`src/inc/ets_pkg.sv`:
```
package ets_pkg;

  // ------------------------------------------------------------------
  // Widths
  // ------------------------------------------------------------------
  localparam int unsigned DATA_W  = 32;
  localparam int unsigned ADDR_W  = 12;
  localparam int unsigned DIV_W   = 16;
  localparam int unsigned CNT_W   = 32;
  localparam int unsigned FLAG_W  = 2;
  localparam int unsigned DLY_W   = 2;

  // ------------------------------------------------------------------
  // Register byte offsets
  // ------------------------------------------------------------------
  localparam logic [ADDR_W-1:0] OFF_TIMER_MODE_CONTROL  = 12'h000;
  localparam logic [ADDR_W-1:0] OFF_ALARM_COMPARE_VALUE = 12'h004;
  localparam logic [ADDR_W-1:0] OFF_CURRENT_COUNT_VALUE = 12'h008;
  localparam logic [ADDR_W-1:0] OFF_EVENT_FLAGS         = 12'h00C;

  // ------------------------------------------------------------------
  // Field positions
  // ------------------------------------------------------------------
  localparam int unsigned MODE_DIV_LSB   = 0;
  localparam int unsigned MODE_ALM_IEN   = 16;
  localparam int unsigned MODE_INC_IEN   = 17;
  localparam int unsigned MODE_RESTART   = 18;
  localparam int unsigned FLAG_ALARM     = 0;
  localparam int unsigned FLAG_INCREMENT = 1;

  // ------------------------------------------------------------------
  // Reset values and constants
  // ------------------------------------------------------------------
  localparam logic [DIV_W-1:0]  RST_DIVISOR = 16'h8000;
  localparam logic [CNT_W-1:0]  RST_ALARM   = 32'hFFFF_FFFF;
  localparam logic [CNT_W-1:0]  RST_COUNT   = 32'h0000_0000;
  localparam logic [FLAG_W-1:0] RST_FLAGS   = 2'h0;
  localparam logic [CNT_W-1:0]  CNT_ONE     = 32'h0000_0001;
  localparam logic [DIV_W-1:0]  DIV_ONE     = 16'h0001;
  localparam logic [DIV_W-1:0]  DIV_ZERO    = 16'h0000;
  localparam logic [DATA_W-1:0] DATA_ZERO   = 32'h0000_0000;

  // Slow-clock edges between request and effect
  localparam logic [DLY_W-1:0]  SLOW_DELAY  = 2'h2;
  localparam logic [DLY_W-1:0]  DLY_ZERO    = 2'h0;
  localparam logic [DLY_W-1:0]  DLY_ONE     = 2'h1;

endpackage

```
`src/ets_sync.sv`:
```
`timescale 1ns/100ps

module ets_sync #(
  parameter int unsigned WIDTH = 1
) (
  input  wire logic             pclk,
  input  wire logic             presetn,
  input  wire logic [WIDTH-1:0] d,
  output logic      [WIDTH-1:0] q
);

  // ------------------------------------------------------------------
  // Two-stage synchroniser
  // ------------------------------------------------------------------
  logic [WIDTH-1:0] meta_q;

  // First stage feeds only the second
  always_ff @(posedge pclk or negedge presetn) begin
    if (!presetn) begin
      meta_q <= '0;
      q      <= '0;
    end else begin
      meta_q <= d;
      q      <= meta_q;
    end
  end

endmodule // ets_sync

```
`src/ets_prescaler.sv`:
```
`timescale 1ns/100ps

module ets_prescaler #(
  parameter int unsigned WIDTH = ets_pkg::DIV_W
) (
  input  wire logic             pclk,
  input  wire logic             presetn,
  input  wire logic             slow_edge,
  input  wire logic             load,
  input  wire logic [WIDTH-1:0] divisor,
  output logic                  tick
);

  import ets_pkg::*;

  // ------------------------------------------------------------------
  // Divider
  // ------------------------------------------------------------------
  logic [WIDTH-1:0] cnt_q;
  logic [WIDTH-1:0] last;

  // Zero wraps to all ones: a full 2^WIDTH period
  assign last = divisor - WIDTH'(1);

  // Compare with >= so a shrunk divisor does not run a full wrap
  assign tick = slow_edge && !load && (cnt_q >= last);

  always_ff @(posedge pclk or negedge presetn) begin
    if (!presetn) begin
      cnt_q <= '0;
    end else if (load) begin
      cnt_q <= '0;
    end else if (slow_edge) begin
      if (cnt_q >= last) begin
        cnt_q <= '0;
      end else begin
        cnt_q <= cnt_q + WIDTH'(1);
      end
    end
  end

endmodule // ets_prescaler

```
`src/ets_elapsed_time_counter.sv`:
```
`timescale 1ns/100ps


module ets_elapsed_time_counter #(
  parameter int unsigned ADDR_WIDTH = ets_pkg::ADDR_W
) (
  input  wire logic                      pclk,
  input  wire logic                      presetn,
  input  wire logic                      psel,
  input  wire logic                      penable,
  input  wire logic                      pwrite,
  input  wire logic [ADDR_WIDTH-1:0]     paddr,
  input  wire logic [ets_pkg::DATA_W-1:0] pwdata,
  output logic      [ets_pkg::DATA_W-1:0] prdata,
  output logic                           pready,
  output logic                           pslverr,
  input  wire logic                      slow_clock,
  output logic                           irq
);

  import ets_pkg::*;

  // ------------------------------------------------------------------
  // Address decode
  // ------------------------------------------------------------------
  function automatic logic reg_hit(
    input logic [ADDR_WIDTH-1:0] addr,
    input logic [ADDR_W-1:0]     offset
  );
    reg_hit = (addr == ADDR_WIDTH'(offset));
  endfunction

  // ------------------------------------------------------------------
  // Slow-domain wait
  // ------------------------------------------------------------------
  // True on the second synced slow edge after the request was taken
  function automatic logic wait_over(
    input logic             pend,
    input logic [DLY_W-1:0] dly,
    input logic             slow_edge
  );
    wait_over = pend && slow_edge && (dly == SLOW_DELAY - DLY_ONE);
  endfunction

  // ------------------------------------------------------------------
  // State
  // ------------------------------------------------------------------
  logic [DIV_W-1:0]  divisor_q;
  logic              alm_ien_q;
  logic              inc_ien_q;
  logic [CNT_W-1:0]  alarm_q;
  logic [CNT_W-1:0]  count_q;
  logic [FLAG_W-1:0] flags_q;
  logic [FLAG_W-1:0] flags_d;

  logic              rst_pend_q;
  logic [DLY_W-1:0]  rst_dly_q;
  logic              clr_pend_q;
  logic [DLY_W-1:0]  clr_dly_q;

  logic              slow_sync;
  logic              slow_prev_q;
  logic              slow_rise;

  logic              pready_q;
  logic              pslverr_q;
  logic [DATA_W-1:0] prdata_q;
  logic              irq_q;

  // ------------------------------------------------------------------
  // Bus phase decode
  // ------------------------------------------------------------------
  logic access;
  logic first_acc;
  logic done;
  logic hit_mode;
  logic hit_alarm;
  logic hit_count;
  logic hit_flags;
  logic mapped;
  logic wr_done;
  logic rd_done;

  assign access    = psel && penable;
  assign first_acc = access && !pready_q;
  assign done      = access && pready_q;
  assign hit_mode  = reg_hit(paddr, OFF_TIMER_MODE_CONTROL);
  assign hit_alarm = reg_hit(paddr, OFF_ALARM_COMPARE_VALUE);
  assign hit_count = reg_hit(paddr, OFF_CURRENT_COUNT_VALUE);
  assign hit_flags = reg_hit(paddr, OFF_EVENT_FLAGS);
  assign mapped    = hit_mode || hit_alarm || hit_count || hit_flags;
  assign wr_done   = done && pwrite && mapped;
  assign rd_done   = done && !pwrite && mapped;

  // ------------------------------------------------------------------
  // Slow clock edge detect
  // ------------------------------------------------------------------
  ets_sync #(
    .WIDTH (1)
  ) u_slow_sync (
    .pclk    (pclk),
    .presetn (presetn),
    .d       (slow_clock),
    .q       (slow_sync)
  );

  always_ff @(posedge pclk or negedge presetn) begin
    if (!presetn) begin
      slow_prev_q <= 1'b0;
    end else begin
      slow_prev_q <= slow_sync;
    end
  end

  // A slow clock high at reset release counts as one edge
  assign slow_rise = slow_sync && !slow_prev_q;

  // ------------------------------------------------------------------
  // Delayed restart
  // ------------------------------------------------------------------
  logic restart_req;
  logic restart_fire;

  assign restart_req  = wr_done && hit_mode && pwdata[MODE_RESTART];
  assign restart_fire = wait_over(rst_pend_q, rst_dly_q, slow_rise);

  // A newer restart write starts the wait over
  always_ff @(posedge pclk or negedge presetn) begin
    if (!presetn) begin
      rst_pend_q <= 1'b0;
      rst_dly_q  <= DLY_ZERO;
    end else if (restart_req) begin
      rst_pend_q <= 1'b1;
      rst_dly_q  <= DLY_ZERO;
    end else if (restart_fire) begin
      rst_pend_q <= 1'b0;
      rst_dly_q  <= DLY_ZERO;
    end else if (rst_pend_q && slow_rise) begin
      rst_dly_q  <= rst_dly_q + DLY_ONE;
    end
  end

  // ------------------------------------------------------------------
  // Delayed flag clear
  // ------------------------------------------------------------------
  logic clear_req;
  logic clear_fire;

  assign clear_req  = rd_done && hit_flags;
  assign clear_fire = wait_over(clr_pend_q, clr_dly_q, slow_rise);

  always_ff @(posedge pclk or negedge presetn) begin
    if (!presetn) begin
      clr_pend_q <= 1'b0;
      clr_dly_q  <= DLY_ZERO;
    end else if (clear_req) begin
      clr_pend_q <= 1'b1;
      clr_dly_q  <= DLY_ZERO;
    end else if (clear_fire) begin
      clr_pend_q <= 1'b0;
      clr_dly_q  <= DLY_ZERO;
    end else if (clr_pend_q && slow_rise) begin
      clr_dly_q  <= clr_dly_q + DLY_ONE;
    end
  end

  // ------------------------------------------------------------------
  // Prescaler and counter
  // ------------------------------------------------------------------
  logic             tick;
  logic [CNT_W-1:0] count_next;

  ets_prescaler #(
    .WIDTH (DIV_W)
  ) u_prescaler (
    .pclk      (pclk),
    .presetn   (presetn),
    .slow_edge (slow_rise),
    .load      (restart_fire),
    .divisor   (divisor_q),
    .tick      (tick)
  );

  // Plain 32-bit add rolls all ones over to zero
  assign count_next = count_q + CNT_ONE;

  // Restart outranks a tick landing in the same cycle
  always_ff @(posedge pclk or negedge presetn) begin
    if (!presetn) begin
      count_q <= RST_COUNT;
    end else if (restart_fire) begin
      count_q <= RST_COUNT;
    end else if (tick) begin
      count_q <= count_next;
    end
  end

  // ------------------------------------------------------------------
  // Mode and alarm registers
  // ------------------------------------------------------------------
  always_ff @(posedge pclk or negedge presetn) begin
    if (!presetn) begin
      divisor_q <= RST_DIVISOR;
      alm_ien_q <= 1'b0;
      inc_ien_q <= 1'b0;
    end else if (wr_done && hit_mode) begin
      divisor_q <= pwdata[MODE_DIV_LSB +: DIV_W];
      alm_ien_q <= pwdata[MODE_ALM_IEN];
      inc_ien_q <= pwdata[MODE_INC_IEN];
    end
  end

  always_ff @(posedge pclk or negedge presetn) begin
    if (!presetn) begin
      alarm_q <= RST_ALARM;
    end else if (wr_done && hit_alarm) begin
      alarm_q <= pwdata;
    end
  end

  // ------------------------------------------------------------------
  // Event flags
  // ------------------------------------------------------------------
  logic [FLAG_W-1:0] flag_set;
  logic [FLAG_W-1:0] flag_clr;

  // Match checked only on an advance, so the reset alarm of all ones
  // does not fire against the reset count of zero
  always_comb begin
    flag_set                 = RST_FLAGS;
    flag_set[FLAG_ALARM]     = tick && !restart_fire
                               && (count_next == alarm_q + CNT_ONE);
    flag_set[FLAG_INCREMENT] = tick && !restart_fire;
  end

  // Read clear after the slow delay, plus write-one-to-clear
  always_comb begin
    flag_clr = RST_FLAGS;
    if (clear_fire) begin
      flag_clr = ~RST_FLAGS;
    end
    if (wr_done && hit_flags) begin
      flag_clr = flag_clr | pwdata[FLAG_W-1:0];
    end
  end

  // New event wins over a clear in the same cycle
  assign flags_d = (flags_q & ~flag_clr) | flag_set;

  always_ff @(posedge pclk or negedge presetn) begin
    if (!presetn) begin
      flags_q <= RST_FLAGS;
    end else begin
      flags_q <= flags_d;
    end
  end

  // ------------------------------------------------------------------
  // Interrupt
  // ------------------------------------------------------------------
  // Registered so irq is a flop output, one cycle behind the flags
  always_ff @(posedge pclk or negedge presetn) begin
    if (!presetn) begin
      irq_q <= 1'b0;
    end else begin
      irq_q <= (flags_q[FLAG_ALARM] && alm_ien_q)
               || (flags_q[FLAG_INCREMENT] && inc_ien_q);
    end
  end

  // ------------------------------------------------------------------
  // Read mux
  // ------------------------------------------------------------------
  logic [DATA_W-1:0] rd_word;

  always_comb begin
    rd_word = DATA_ZERO;
    if (hit_mode) begin
      rd_word[MODE_DIV_LSB +: DIV_W] = divisor_q;
      rd_word[MODE_ALM_IEN]          = alm_ien_q;
      rd_word[MODE_INC_IEN]          = inc_ien_q;
    end else if (hit_alarm) begin
      rd_word = alarm_q;
    end else if (hit_count) begin
      rd_word = count_q;
    end else if (hit_flags) begin
      rd_word[FLAG_W-1:0] = flags_q;
    end
  end

  // ------------------------------------------------------------------
  // APB response: one wait state, data captured before completion
  // ------------------------------------------------------------------
  always_ff @(posedge pclk or negedge presetn) begin
    if (!presetn) begin
      pready_q <= 1'b0;
    end else begin
      pready_q <= first_acc;
    end
  end

  // Unmapped offsets answer with an error and zero read data
  always_ff @(posedge pclk or negedge presetn) begin
    if (!presetn) begin
      pslverr_q <= 1'b0;
    end else if (first_acc) begin
      pslverr_q <= !mapped;
    end else if (done) begin
      pslverr_q <= 1'b0;
    end
  end

  always_ff @(posedge pclk or negedge presetn) begin
    if (!presetn) begin
      prdata_q <= DATA_ZERO;
    end else if (first_acc && !pwrite) begin
      prdata_q <= rd_word;
    end
  end

  assign prdata  = prdata_q;
  assign pready  = pready_q;
  assign pslverr = pslverr_q;
  assign irq     = irq_q;

endmodule // ets_elapsed_time_counter

```
`config.mk`:
```
export PLATFORM = sky130hd
export DESIGN_NAME = ets_elapsed_time_counter
export DESIGN_NICKNAME = d
export VERILOG_FILES = /design/src/inc/ets_pkg.sv /design/src/ets_sync.sv /design/src/ets_prescaler.sv /design/src/ets_elapsed_time_counter.sv
export SDC_FILE = /design/constraint.sdc
export NUM_CORES = 1
export LEC_CHECK = 0
export BUFFER_PORTS_ARGS = -buffer_cell sky130_fd_sc_hd__buf_2
export CORE_MARGIN = 2
export CORE_UTILIZATION = 35
export DETAILED_ROUTE_END_ITERATION = 10
export GPL_ROUTABILITY_DRIVEN = 0
export PLACE_DENSITY = 0.58
export SYNTH_ARGS = -nofsm -noshare
export SYNTH_HDL_FRONTEND = slang
export SYNTH_HIERARCHICAL = 1
export SYNTH_SLANG_ARGS = --single-unit
export TNS_END_PERCENT = 100
```
`constraint.sdc`:
```
create_clock -name pclk -period 12.2 [get_ports pclk]
set_input_delay 0.61 -clock pclk [delete_from_list [all_inputs] [get_ports pclk]]
set_output_delay 0.61 -clock pclk [all_outputs]
set_load 0.02 [all_outputs]
```
==> After elaboration in Yosys (flattened, before gate mapping) <==
Cells that the tools add are included.
{ "op_classes": {"add_sub_neg": 6, "multipliers": 0, "div": 0, "n_lt_le_gt_ge": 1, "n_eq_ne": 6, "n_shift": 0, "mux": 25, "bitwise_logic": 4, "reduce_logical": 41} }
{ "op_table": {"columns": ["operator", "n"], "rows": [
  ["$mux 32", 3],
  ["$add 32x1->32 const B", 2],
  ["$mux 16", 3],
  ["$eq 32x32->1", 1],
  ["$mux 30", 1],
  ["$eq 12x4->1 const B", 2],
  ["$logic_and 1x1->1", 24],
  ["$mux 2", 10],
  ["$mux 18", 1],
  ["$add 16x1->16 const B", 1],
  ["$ge 16x16->1", 1],
  ["$sub 16x1->16 const B", 1],
  ["$mux 14", 1],
  ["$eq 12x3->1 const B", 1],
  ["$logic_not 12->1", 1],
  ["$reduce_bool 2->1", 5],
  ["$mux 1", 6],
  ["$reduce_bool 3->1", 2],
  ["$logic_not 1->1", 5],
  ["$add 2x1->2 const B", 2],
  ["$eq 2x1->1 const B", 2],
  ["$logic_or 1x1->1", 4],
  ["$or 2x2->2", 2],
  ["$and 2x2->2", 1],
  ["$not 2->2", 1]
]} }
{ "word_totals": {"regBits": 144, "latch_bits": 0, "ram_bits": 0, "mem_bits_ro": 0, "input_bits": 50, "out_inout_bits": 35, "elab_cells": 101, "memories": 0} }

==> Logic depth before layout (Yosys ltp) <==
Gate-level depths: netlist of the first run.
{ "depth": {"word_depth": 10, "depth_mapped": 19} }

==> Modules after synthesis <==
Netlist of the first run, hierarchy kept.
{ "modules_own_cells": {"columns": ["module", "instances", "cells_each", "area_per_inst_um2", "seq_area_each_um2"], "rows": [
  ["ets_elapsed_time_counter", 1, 755, 7334.5, 3194.3],
  ["ets_prescaler", 1, 170, 1466.4, 400.4],
  ["ets_sync", 1, 2, 50.0, 50.0]
]} }

==> Worst setup path after synthesis of the first run <==
OpenSTA, ideal clock, no wires.
{ "synth_path": {"kind": "reg2reg", "start": "reg divisor_q[7]", "end": "reg count_q[26]", "setup_ns": 0.135, "arrival_ns": 3.748, "t_required_ns": 12.065, "path_slack_ns": 8.317, "path_stages_with_launch": 17, "n_path_buf": 1, "synth_period_minus_slack_ns": 3.883, "cell_sequence": "dfrtp_1 -> or4_4 -> or4_4 -> nor2_1 -> xnor2_1 -> ha_1 -> and4_1 -> nand4_1 -> a311oi_2 -> nor3_1 -> nor2_1 -> clkbuf_1 -> inv_1 -> nor3_1 -> nand4_1 -> xor2_1 -> nor2_1"} }
{ "synth_via": {"elab_chain_len": 4} }
{ "synth_lines": {"columns": ["item", "line", "source"], "rows": [
  ["from (decl)", "ets_elapsed_time_counter.sv:48", "logic [DIV_W-1:0] divisor_q;"],
  ["from (signal assigned)", "ets_elapsed_time_counter.sv:207", "divisor_q <= pwdata[MODE_DIV_LSB +: DIV_W];"],
  ["$sub 16x1->16", "ets_prescaler.sv:23", "assign last = divisor - WIDTH'(1);"],
  ["$ge 16x16->1", "ets_prescaler.sv:26", "assign tick = slow_edge && !load && (cnt_q >= last);"],
  ["$logic_and 1x1->1", "ets_prescaler.sv:26", null],
  ["via tick", "ets_elapsed_time_counter.sv:170", "logic tick;"],
  ["$reduce_bool 2->1 (no line)", null, null],
  ["to (signal assigned)", "ets_elapsed_time_counter.sv:194", "count_q <= count_next;"],
  ["to (decl)", "ets_elapsed_time_counter.sv:52", "logic [CNT_W-1:0] count_q;"]
]} }
The timed path passes the listed nets, and every way through them passes these cells.
A chain may end at the register's enable or synchronous reset.

==> Worst setup path in the final report of the first run <==
{ "layout_path": {"start": "reg divisor_q[7]", "end": "reg flags_q[0]"} }
{ "layout_via": {"elab_chain_len": 6} }
{ "layout_lines": {"columns": ["item", "line", "source"], "rows": [
  ["$sub 16x1->16", "ets_prescaler.sv:23", null],
  ["$ge 16x16->1", "ets_prescaler.sv:26", null],
  ["$logic_and 1x1->1", "ets_prescaler.sv:26", null],
  ["via tick", "ets_elapsed_time_counter.sv:170", null],
  ["$logic_and 1x1->1", "ets_elapsed_time_counter.sv:231", "flag_set[FLAG_ALARM] = tick && !restart_fire"],
  ["$logic_and 1x1->1", "ets_elapsed_time_counter.sv:232", "&& (count_next == alarm_q + CNT_ONE);"],
  ["$or 2x2->2", "ets_elapsed_time_counter.sv:248", "assign flags_d = (flags_q & ~flag_clr) | flag_set;"],
  ["via flags_d[0]", "ets_elapsed_time_counter.sv:54", "logic [FLAG_W-1:0] flags_d;"],
  ["to (signal assigned)", "ets_elapsed_time_counter.sv:254", "flags_q <= flags_d;"],
  ["to (decl)", "ets_elapsed_time_counter.sv:53", "logic [FLAG_W-1:0] flags_q;"]
]} }
The timed path passes the listed nets, and every way through them passes these cells.

==> results of run 1 <==
==> where the power goes <==
part,internal (W),leakage [nW],switching [W]
logic,0.0000190,2.31,0.0000336
registers,0.000484,1.85,0.00000814
clock network,0.000285,0.265,0.000217
total,0.000788,4.42,0.000259
==> cell families (layout without fill, tap and decap cells) <==
| kind of cell | Yosys count | after routing | share of synthesized area, % |
|---|---|---|---|
| AO/OA/AOI/OAI | 127 | 127 | 9.29 |
| flip-flops | 144 | 144 | 41.2 |
| buffers and inverters | 72 | 139 | 3.55 |
| multiplexers | 75 | 75 | 9.49 |
| XOR/XNOR | 124 | 124 | 12.4 |
| adder cells (fa/ha/maj) | 20 | 20 | 2.83 |
| AND/OR/NAND/NOR | 365 | 365 | 21.3 |
==> critical path: cells and delay by family (launching register included) <==
family,cells,cell delay [ns]
flip-flops,1,0.43
adder cells (fa/ha/maj),1,0.31
AO/OA/AOI/OAI,2,0.48
buffers and inverters,1,0.30
XOR/XNOR,1,0.09
AND/OR/NAND/NOR,11,2.83
==> stage by stage <==
stage                     hold slack (ns)  cell area (µm²)  setup slack, ns  std cells
final                               0.255            10100             7.67       1324
after global routing                0.284            10100             7.32       1324
after CTS                           0.273            10100             7.72       1324
after detailed placement            0.339             9530             7.74       1292
after global placement              0.335             9530             7.94       1292
after floorplan                     0.314             8850             8.32        927
==> sequential cells by signal (all words and copies together) (netlist names), 2 cells and up <==
register,cells
alarm_q,32
prdata,32
flags_q,2
divisor_q,16
u_prescaler/cnt_q,16
count_q,32
clr_dly_q,2
rst_dly_q,2
==> Yosys cell counts (all sizes together), types with 22 or more instances <==
master / n / area (µm²)
xor2: 43 / 377
nand3: 53 / 270
mux2: 51 / 574
mux2i: 22 / 220
nand4: 39 / 259
a21oi: 37 / 185
o31ai: 27 / 203
nor2: 84 / 315
dfrtp: 111 / 2780
dfstp: 33 / 867
xnor2: 81 / 717
clkbuf: 34 / 128
buf: 27 / 145
nand2: 91 / 342
==> area by class of cell <==
class                           count  area [µm²]
Clock buffer                       19         443
Clock inverter                     13         115
Fill cell                        2515       14900
Inverter                           11        41.3
Multi-Input combinational cell    711        4920
Sequential cell                   144        3640
Tap cell                          330         413
Timing Repair Buffer               96         517
==> how the worst max path moves through the flow <==
stage / startpoint / end / slack [ns] / cells past startpoint
after floorplan: divisor_q[7] / count_q[26] / 8.32 / 16
after global placement: divisor_q[7] / flags_q[0] / 7.94 / 16
after detailed placement: divisor_q[7] / flags_q[0] / 7.74 / 16
after CTS: divisor_q[7] / flags_q[0] / 7.72 / 16
after global routing: divisor_q[7] / flags_q[0] / 7.32 / 16
final: divisor_q[7] / flags_q[0] / 7.67 / 16
==> layer usage <==
| metal | vias up | GRT usage [%] | routed length [µm] |
|---|---|---|---|
| met5 | - | 0 | 0 |
| met4 | 0 | 6.80 | 501 |
| li1 | 3412 | - | - |
| met2 | 208 | 28.1 | 10600 |
| met3 | 29 | 3.61 | 1360 |
| met1 | 3432 | 26.0 | 11100 |
==> flow_summary.html, run 1 <==
<table>
<tr><th>Metric</th><th>Value</th></tr>
<tr><th colspan="2">Detailed routing</th></tr>
<tr><td>Total length of routed wires</td><td>23500 µm</td></tr>
<tr><td>Detailed-router iteration count before antenna repair</td><td>7</td></tr>
<tr><td>Routed wirelength normalized by instance count</td><td>17.8 µm</td></tr>
<tr><td>Total vias in the final route</td><td>7081</td></tr>
<tr><td>Detailed-route DRC error count</td><td>0</td></tr>
<tr><td>Count of antenna-violating nets left after detailed routing</td><td>0</td></tr>
<tr><td>Mean number of vias per cell</td><td>5.35</td></tr>
<tr><td>Initial drt markers</td><td>516</td></tr>
<tr><th colspan="2">STA</th></tr>
<tr><td>Total Neg Setup Slack</td><td>0 ns</td></tr>
<tr><td>Count of final max-slew check failures</td><td>0</td></tr>
<tr><td>Setup repair after global routing missed its margin</td><td>false</td></tr>
<tr><td>Worst clock skew on the final layout</td><td>0.0131 ns</td></tr>
<tr><td>Tmin final</td><td>4.53 ns</td></tr>
<tr><td>Setup violation total in the final timing report</td><td>0</td></tr>
<tr><td>Final worst-path cycle share</td><td>37.1%</td></tr>
<tr><td>Worst-margin pin slew</td><td>1.14 ns</td></tr>
<tr><td>Endpoints failing hold</td><td>0</td></tr>
<tr><td>Worst rel slew slack</td><td>24.0%</td></tr>
<tr><td>Top achievable clock speed</td><td>0.221 GHz</td></tr>
<tr><th colspan="2">Floorplanning</th></tr>
<tr><td>Floorplan die width</td><td>163 µm</td></tr>
<tr><td>Top-level I/O count</td><td>85</td></tr>
<tr><td>Placeable Area</td><td>25000 µm²</td></tr>
<tr><td>Die Outline Area</td><td>26600 µm²</td></tr>
<tr><td>Initial standard-cell utilization of the core</td><td>35.4%</td></tr>
<tr><td>Vertical die dimension</td><td>163 µm</td></tr>
<tr><td>Total number of placement rows</td><td>58</td></tr>
<tr><th colspan="2">Worst setup path</th></tr>
<tr><td>Crit path DAT</td><td>4.89 ns</td></tr>
<tr><td>Length in cells of the worst reg-to-reg path</td><td>16</td></tr>
<tr><td>Worst endpoint required time</td><td>12.56 ns</td></tr>
<tr><td>R2R Path Start</td><td>divisor_q[7]</td></tr>
<tr><td>Largest fanout on the critical path</td><td>22</td></tr>
<tr><td>Cells along the critical path</td><td>or4_4 -&gt; or4_4 -&gt; nor2_1 -&gt; xnor2_1 -&gt; ha_1 -&gt; and4_1 -&gt; nand4_1 -&gt; a311oi_2 -&gt; nor3_1 -&gt; nor2_1 -&gt; buf_4 -&gt; nand4_1 -&gt; nor4_1 -&gt; nand3_1 -&gt; or4_1 -&gt; o21ai_1</td></tr>
<tr><td>Critical path start-end classification</td><td>reg2reg</td></tr>
<tr><td>Element type at the critical path start</td><td>register</td></tr>
<tr><td>CP max stage cell</td><td>sky130_fd_sc_hd__or4_4</td></tr>
<tr><td>Nature of the critical path endpoint</td><td>register</td></tr>
<tr><td>Slowest Stage Delay on Critical Path</td><td>0.57 ns</td></tr>
<tr><td>R2r endpoint</td><td>flags_q[0]</td></tr>
<tr><td>Reg-to-reg setup timing slack</td><td>7.67 ns</td></tr>
<tr><th colspan="2">Global route</th></tr>
<tr><td>Total global routing overflow</td><td>0</td></tr>
<tr><td>GRT Resource Usage Total</td><td>18.4%</td></tr>
<tr><td>Number of global-route vias before repair</td><td>6990</td></tr>
<tr><td>First-pass GRT wire length</td><td>38100 µm</td></tr>
<tr><td>Initial antenna violation count</td><td>0</td></tr>
<tr><td>Largest net degree at the start of global routing</td><td>92</td></tr>
<tr><th colspan="2">Synth</th></tr>
<tr><td>Syn Inst Count</td><td>927</td></tr>
<tr><td>Async S/R FF share, synth</td><td>100%</td></tr>
<tr><td>Number of warnings issued by yosys</td><td>6</td></tr>
<tr><td>Share of synthesized area occupied by flip-flops and latches</td><td>41.2%</td></tr>
<tr><td>Mean area per synthesized cell</td><td>9.55 µm²</td></tr>
<tr><td>Flip-flop cell with the highest count after synthesis</td><td>sky130_fd_sc_hd__dfrtp_1</td></tr>
<tr><td>Number of flops mapped to enable cells by yosys</td><td>0</td></tr>
<tr><td>Flops &amp; latches, synth</td><td>144</td></tr>
<tr><td>Net Count, Synth</td><td>997</td></tr>
<tr><td>Netlist area before placement</td><td>8850 µm²</td></tr>
<tr><td>Distinct cell type count of the synthesized netlist</td><td>55</td></tr>
<tr><th colspan="2">Cells and area</th></tr>
<tr><td>Leading cell type in the layout, fill and taps excluded</td><td>sky130_fd_sc_hd__dfrtp_1</td></tr>
<tr><td>Highest-count cells in the layout ignoring fill and taps</td><td>111 x sky130_fd_sc_hd__dfrtp_1, 91 x sky130_fd_sc_hd__nand2_1, 84 x sky130_fd_sc_hd__nor2_1</td></tr>
<tr><td>Proportion of layout cells with a drive suffix above 1</td><td>23.5%</td></tr>
<tr><td>NumNets Final</td><td>1051</td></tr>
<tr><td>Area Overhead vs Synth</td><td>14.0%</td></tr>
<tr><td>Share of the core filled with cells</td><td>40.3%</td></tr>
<tr><td>Antenna Diode Count</td><td>0</td></tr>
<tr><th colspan="2">Worst hold path</th></tr>
<tr><td>Hold Path Class</td><td>in2async</td></tr>
<tr><th colspan="2">Pwr</th></tr>
<tr><td>Overall Power</td><td>0.00105 W</td></tr>
<tr><td>Leakage power figure</td><td>4.42 nW</td></tr>
<tr><td>Peak supply drop</td><td>0.0647 mV</td></tr>
<tr><td>Total power divided by cell area</td><td>104 nW/µm²</td></tr>
<tr><th colspan="2">Run</th></tr>
<tr><td>Max cap viols</td><td>0</td></tr>
<tr><th colspan="2">Clock network</th></tr>
<tr><td>Clock input transition at the sequential cells of the worst setup and hold paths</td><td>0.07 ns</td></tr>
<tr><td>Setup bufs post-CTS</td><td>0</td></tr>
<tr><td>Clock Tree Buf Depth</td><td>2</td></tr>
<tr><td>Post-cts repair resize count</td><td>0</td></tr>
<tr><td>Later-pin clock latency in the skew report</td><td>0.44 ns</td></tr>
<tr><td>H-tree lvl count</td><td>4</td></tr>
<tr><td>Clock tree from TritonCTS</td><td>yes</td></tr>
<tr><td>CTS Buf Count</td><td>17</td></tr>
<tr><td>Number of sinks on the clock net</td><td>144</td></tr>
<tr><td>Buffer type at the clock tree root</td><td>sky130_fd_sc_hd__clkbuf_16</td></tr>
<tr><td>Post-cts hold buffer count</td><td>0</td></tr>
<tr><th colspan="2">Outcome</th></tr>
<tr><td>Result of the run</td><td>finished clean</td></tr>
<tr><th colspan="2">Placed design</th></tr>
<tr><td>Number of buffer cells added on primary ports</td><td>84</td></tr>
<tr><td>DP HPWL</td><td>17000 µm</td></tr>
</table>
Note: power is estimated with default switching activity, not from simulation.
==> inputs of run 2 (changes only) <==
==> constraint.sdc (replaced) <==
create_clock -name pclk -period 4.65 [get_ports pclk]
set_input_delay 0.2325 -clock pclk [delete_from_list [all_inputs] [get_ports pclk]]
set_output_delay 0.2325 -clock pclk [all_outputs]
set_load 0.02 [all_outputs]
==> flow_summary.html, run 2 (synthesis results as in run 1) <==
<table>
<tr><th>Metric</th><th>Value</th></tr>
<tr><th colspan="2">Worst setup path</th></tr>
<tr><td>Most repeated library cell on the critical path</td><td>sky130_fd_sc_hd__nor2_1</td></tr>
<tr><td>Reg-to-reg setup timing slack</td><td>0.34 ns</td></tr>
<tr><td>Crit path DAT</td><td>4.62 ns</td></tr>
<tr><td>Critical path start-end classification</td><td>reg2reg</td></tr>
<tr><td>Slowest Stage Delay on Critical Path</td><td>0.56 ns</td></tr>
<tr><td>Depth of the critical timing path with buffers and inverters included</td><td>15</td></tr>
<tr><td>Crit path from</td><td>divisor_q[7]</td></tr>
<tr><td>CP bufs+invs</td><td>1</td></tr>
<tr><td>Dominant delay contributor by cell family on the critical path</td><td>simple AND/OR/NAND/NOR gates</td></tr>
<tr><td>Nature of the critical path endpoint</td><td>register</td></tr>
<tr><td>R2R Path Start</td><td>divisor_q[7]</td></tr>
<tr><td>CP max stage cell</td><td>sky130_fd_sc_hd__or4_4</td></tr>
<tr><td>Element type at the critical path start</td><td>register</td></tr>
<tr><td>Endpoint of the worst setup timing path</td><td>count_q[28]</td></tr>
<tr><td>R2r endpoint</td><td>count_q[28]</td></tr>
<tr><td>Worst endpoint required time</td><td>4.95 ns</td></tr>
<tr><td>Length in cells of the worst reg-to-reg path</td><td>15</td></tr>
<tr><td>Largest fanout on the critical path</td><td>11</td></tr>
<tr><td>Cells along the critical path</td><td>or4_4 -&gt; or4_4 -&gt; nor2_1 -&gt; xnor2_1 -&gt; ha_1 -&gt; and4_1 -&gt; nand4_1 -&gt; a311oi_2 -&gt; nor3_1 -&gt; nor2_1 -&gt; buf_4 -&gt; nand2_1 -&gt; or4_1 -&gt; xor2_1 -&gt; nor2_1</td></tr>
<tr><th colspan="2">Clock network</th></tr>
<tr><td>Clock input transition at the sequential cells of the worst setup and hold paths</td><td>0.06 ns</td></tr>
<tr><td>Clock Tree Buf Depth</td><td>2</td></tr>
<tr><td>Clock tree from TritonCTS</td><td>yes</td></tr>
<tr><td>CTS Buf Count</td><td>17</td></tr>
<tr><td>H-tree lvl count</td><td>4</td></tr>
<tr><td>Later-pin clock latency in the skew report</td><td>0.44 ns</td></tr>
<tr><td>Buffer type at the clock tree root</td><td>sky130_fd_sc_hd__clkbuf_16</td></tr>
<tr><td>Number of sinks on the clock net</td><td>144</td></tr>
<tr><th colspan="2">STA</th></tr>
<tr><td>Endpoints failing hold</td><td>0</td></tr>
<tr><td>Worst clock skew on the final layout</td><td>0.0107 ns</td></tr>
<tr><td>Worst-margin pin slew</td><td>1.14 ns</td></tr>
<tr><td>Setup violation total in the final timing report</td><td>0</td></tr>
<tr><td>Count of final max-slew check failures</td><td>0</td></tr>
<tr><td>Setup repair after global routing missed its margin</td><td>false</td></tr>
<tr><td>Total Neg Setup Slack</td><td>0 ns</td></tr>
<tr><td>Tmin final</td><td>4.31 ns</td></tr>
<tr><td>Top achievable clock speed</td><td>0.232 GHz</td></tr>
<tr><td>Final worst-path cycle share</td><td>92.8%</td></tr>
<tr><td>Worst rel slew slack</td><td>23.5%</td></tr>
<tr><th colspan="2">Global route</th></tr>
<tr><td>Initial antenna violation count</td><td>0</td></tr>
<tr><td>Largest net degree at the start of global routing</td><td>65</td></tr>
<tr><td>Number of global-route vias before repair</td><td>6846</td></tr>
<tr><td>Total global routing overflow</td><td>0</td></tr>
<tr><td>GRT Resource Usage Total</td><td>18.4%</td></tr>
<tr><td>First-pass GRT wire length</td><td>38100 µm</td></tr>
<tr><th colspan="2">Detailed routing</th></tr>
<tr><td>Mean number of vias per cell</td><td>5.34</td></tr>
<tr><td>Initial drt markers</td><td>467</td></tr>
<tr><td>Detailed-route DRC error count</td><td>0</td></tr>
<tr><td>Detailed-router iteration count before antenna repair</td><td>5</td></tr>
<tr><td>Total length of routed wires</td><td>23600 µm</td></tr>
<tr><td>Count of antenna-violating nets left after detailed routing</td><td>0</td></tr>
<tr><td>Total vias in the final route</td><td>7111</td></tr>
<tr><td>Routed wirelength normalized by instance count</td><td>17.7 µm</td></tr>
<tr><th colspan="2">Placed design</th></tr>
<tr><td>Number of buffer cells added on primary ports</td><td>84</td></tr>
<tr><td>DP HPWL</td><td>17100 µm</td></tr>
<tr><th colspan="2">Cells and area</th></tr>
<tr><td>Share of the core filled with cells</td><td>40.7%</td></tr>
<tr><td>Number of filler cells placed in the layout</td><td>2487</td></tr>
<tr><td>Antenna Diode Count</td><td>0</td></tr>
<tr><td>NumNets Final</td><td>1058</td></tr>
<tr><td>Leading cell type in the layout, fill and taps excluded</td><td>sky130_fd_sc_hd__dfrtp_1</td></tr>
<tr><td>Area Overhead vs Synth</td><td>15.1%</td></tr>
<tr><td>Highest-count cells in the layout ignoring fill and taps</td><td>111 x sky130_fd_sc_hd__dfrtp_1, 91 x sky130_fd_sc_hd__nand2_1, 84 x sky130_fd_sc_hd__nor2_1</td></tr>
<tr><td>Proportion of layout cells with a drive suffix above 1</td><td>24.0%</td></tr>
<tr><th colspan="2">Floorplanning</th></tr>
<tr><td>Initial standard-cell utilization of the core</td><td>35.4%</td></tr>
<tr><td>Total number of placement rows</td><td>58</td></tr>
<tr><td>Vertical die dimension</td><td>163 µm</td></tr>
<tr><td>Floorplan die width</td><td>163 µm</td></tr>
<tr><td>Placeable Area</td><td>25000 µm²</td></tr>
<tr><td>Die Outline Area</td><td>26600 µm²</td></tr>
<tr><td>Top-level I/O count</td><td>85</td></tr>
<tr><th colspan="2">Pwr</th></tr>
<tr><td>Total power divided by cell area</td><td>277 nW/µm²</td></tr>
<tr><td>Peak supply drop</td><td>0.156 mV</td></tr>
<tr><td>Overall Power</td><td>0.00282 W</td></tr>
<tr><td>Leakage power figure</td><td>4.47 nW</td></tr>
<tr><th colspan="2">Outcome</th></tr>
<tr><td>Result of the run</td><td>finished clean</td></tr>
<tr><th colspan="2">Run</th></tr>
<tr><td>Max cap viols</td><td>0</td></tr>
<tr><th colspan="2">Worst hold path</th></tr>
<tr><td>Hold Path Class</td><td>in2reg</td></tr>
</table>
## run 2: cell types whose count changed in the layout (fill, tap and decap cells not counted), sizes merged
cell / change
clkbuf: -1
dlygate4sd3: +2
buf: +5
bufinv: +1
clkinv: -3
inv: +3
## run 2: worst reg2reg max path, cell delays in order, from the launching register on
cell                       delay [ns]
sky130_fd_sc_hd__dfrtp_1         0.43
sky130_fd_sc_hd__or4_4           0.56
sky130_fd_sc_hd__or4_4           0.52
sky130_fd_sc_hd__nor2_1          0.15
sky130_fd_sc_hd__xnor2_1         0.08
sky130_fd_sc_hd__ha_1            0.30
sky130_fd_sc_hd__and4_1          0.24
sky130_fd_sc_hd__nand4_1         0.15
sky130_fd_sc_hd__a311oi_2        0.34
sky130_fd_sc_hd__nor3_1          0.13
sky130_fd_sc_hd__nor2_1          0.26
sky130_fd_sc_hd__buf_4           0.25
sky130_fd_sc_hd__nand2_1         0.13
sky130_fd_sc_hd__or4_1           0.45
sky130_fd_sc_hd__xor2_1          0.14
sky130_fd_sc_hd__nor2_1          0.05
## run 2: per-layer routing
layer  wire length (µm)  share of wire, %  track usage, %
met5                  0                 0               0
met4                385               1.6            5.63
met3               1070               4.5            3.56
met2              10800                46            28.9
met1              11300                48            25.6
## run 2: how the worst min path moves through the flow
stage	start	to	slack (ns)	depth (start not counted)
final	pwdata[25]	alarm_q[25]	0.02	3
after global routing	pwdata[25]	alarm_q[25]	0.03	3
after global placement	presetn	prdata[10]	0.24	1
after CTS	pwdata[25]	alarm_q[25]	0.008	3
after floorplan	presetn	alm_ien_q	-0.06	0
after detailed placement	presetn	prdata[10]	0.24	1
## run 2: power breakdown
part	switching (W)	leakage, nW	internal (W)
combinational	0.0000903	2.34	0.0000519
sequential	0.0000216	1.85	0.00127
clock	0.000578	0.280	0.000811
total	0.000690	4.47	0.00213
## run 2: stage by stage
step                hold slack, ns  instance area (µm²)  worst slack [ns]  cells
floorplan                  -0.0631                 8850             0.767    927
global placement             0.237                 9570             0.442   1297
detailed placement           0.240                 9570             0.362   1297
CTS                        0.00805                10200             0.329   1331
global route                0.0270                10200           0.00373   1331
finish                      0.0155                10200             0.336   1331
## run 2: area by class of cell
cell class,count,area (µm²),share of cell area (%)
multi-input combinational,711,4920,48.3
sequential,144,3640,35.8
timing repair buffer,103,574,5.64
clock buffer,18,439,4.31
tap,330,413,4.05
clock inverter,14,156,1.54
inverter,11,41.3,0.405
## run 2: timing repair
action                                 in CTS  in global routing
endpoints found under the hold margin      43                  0
setup buffers                               0                  0
resized for setup                           0                  0
hold buffers                                2                  0
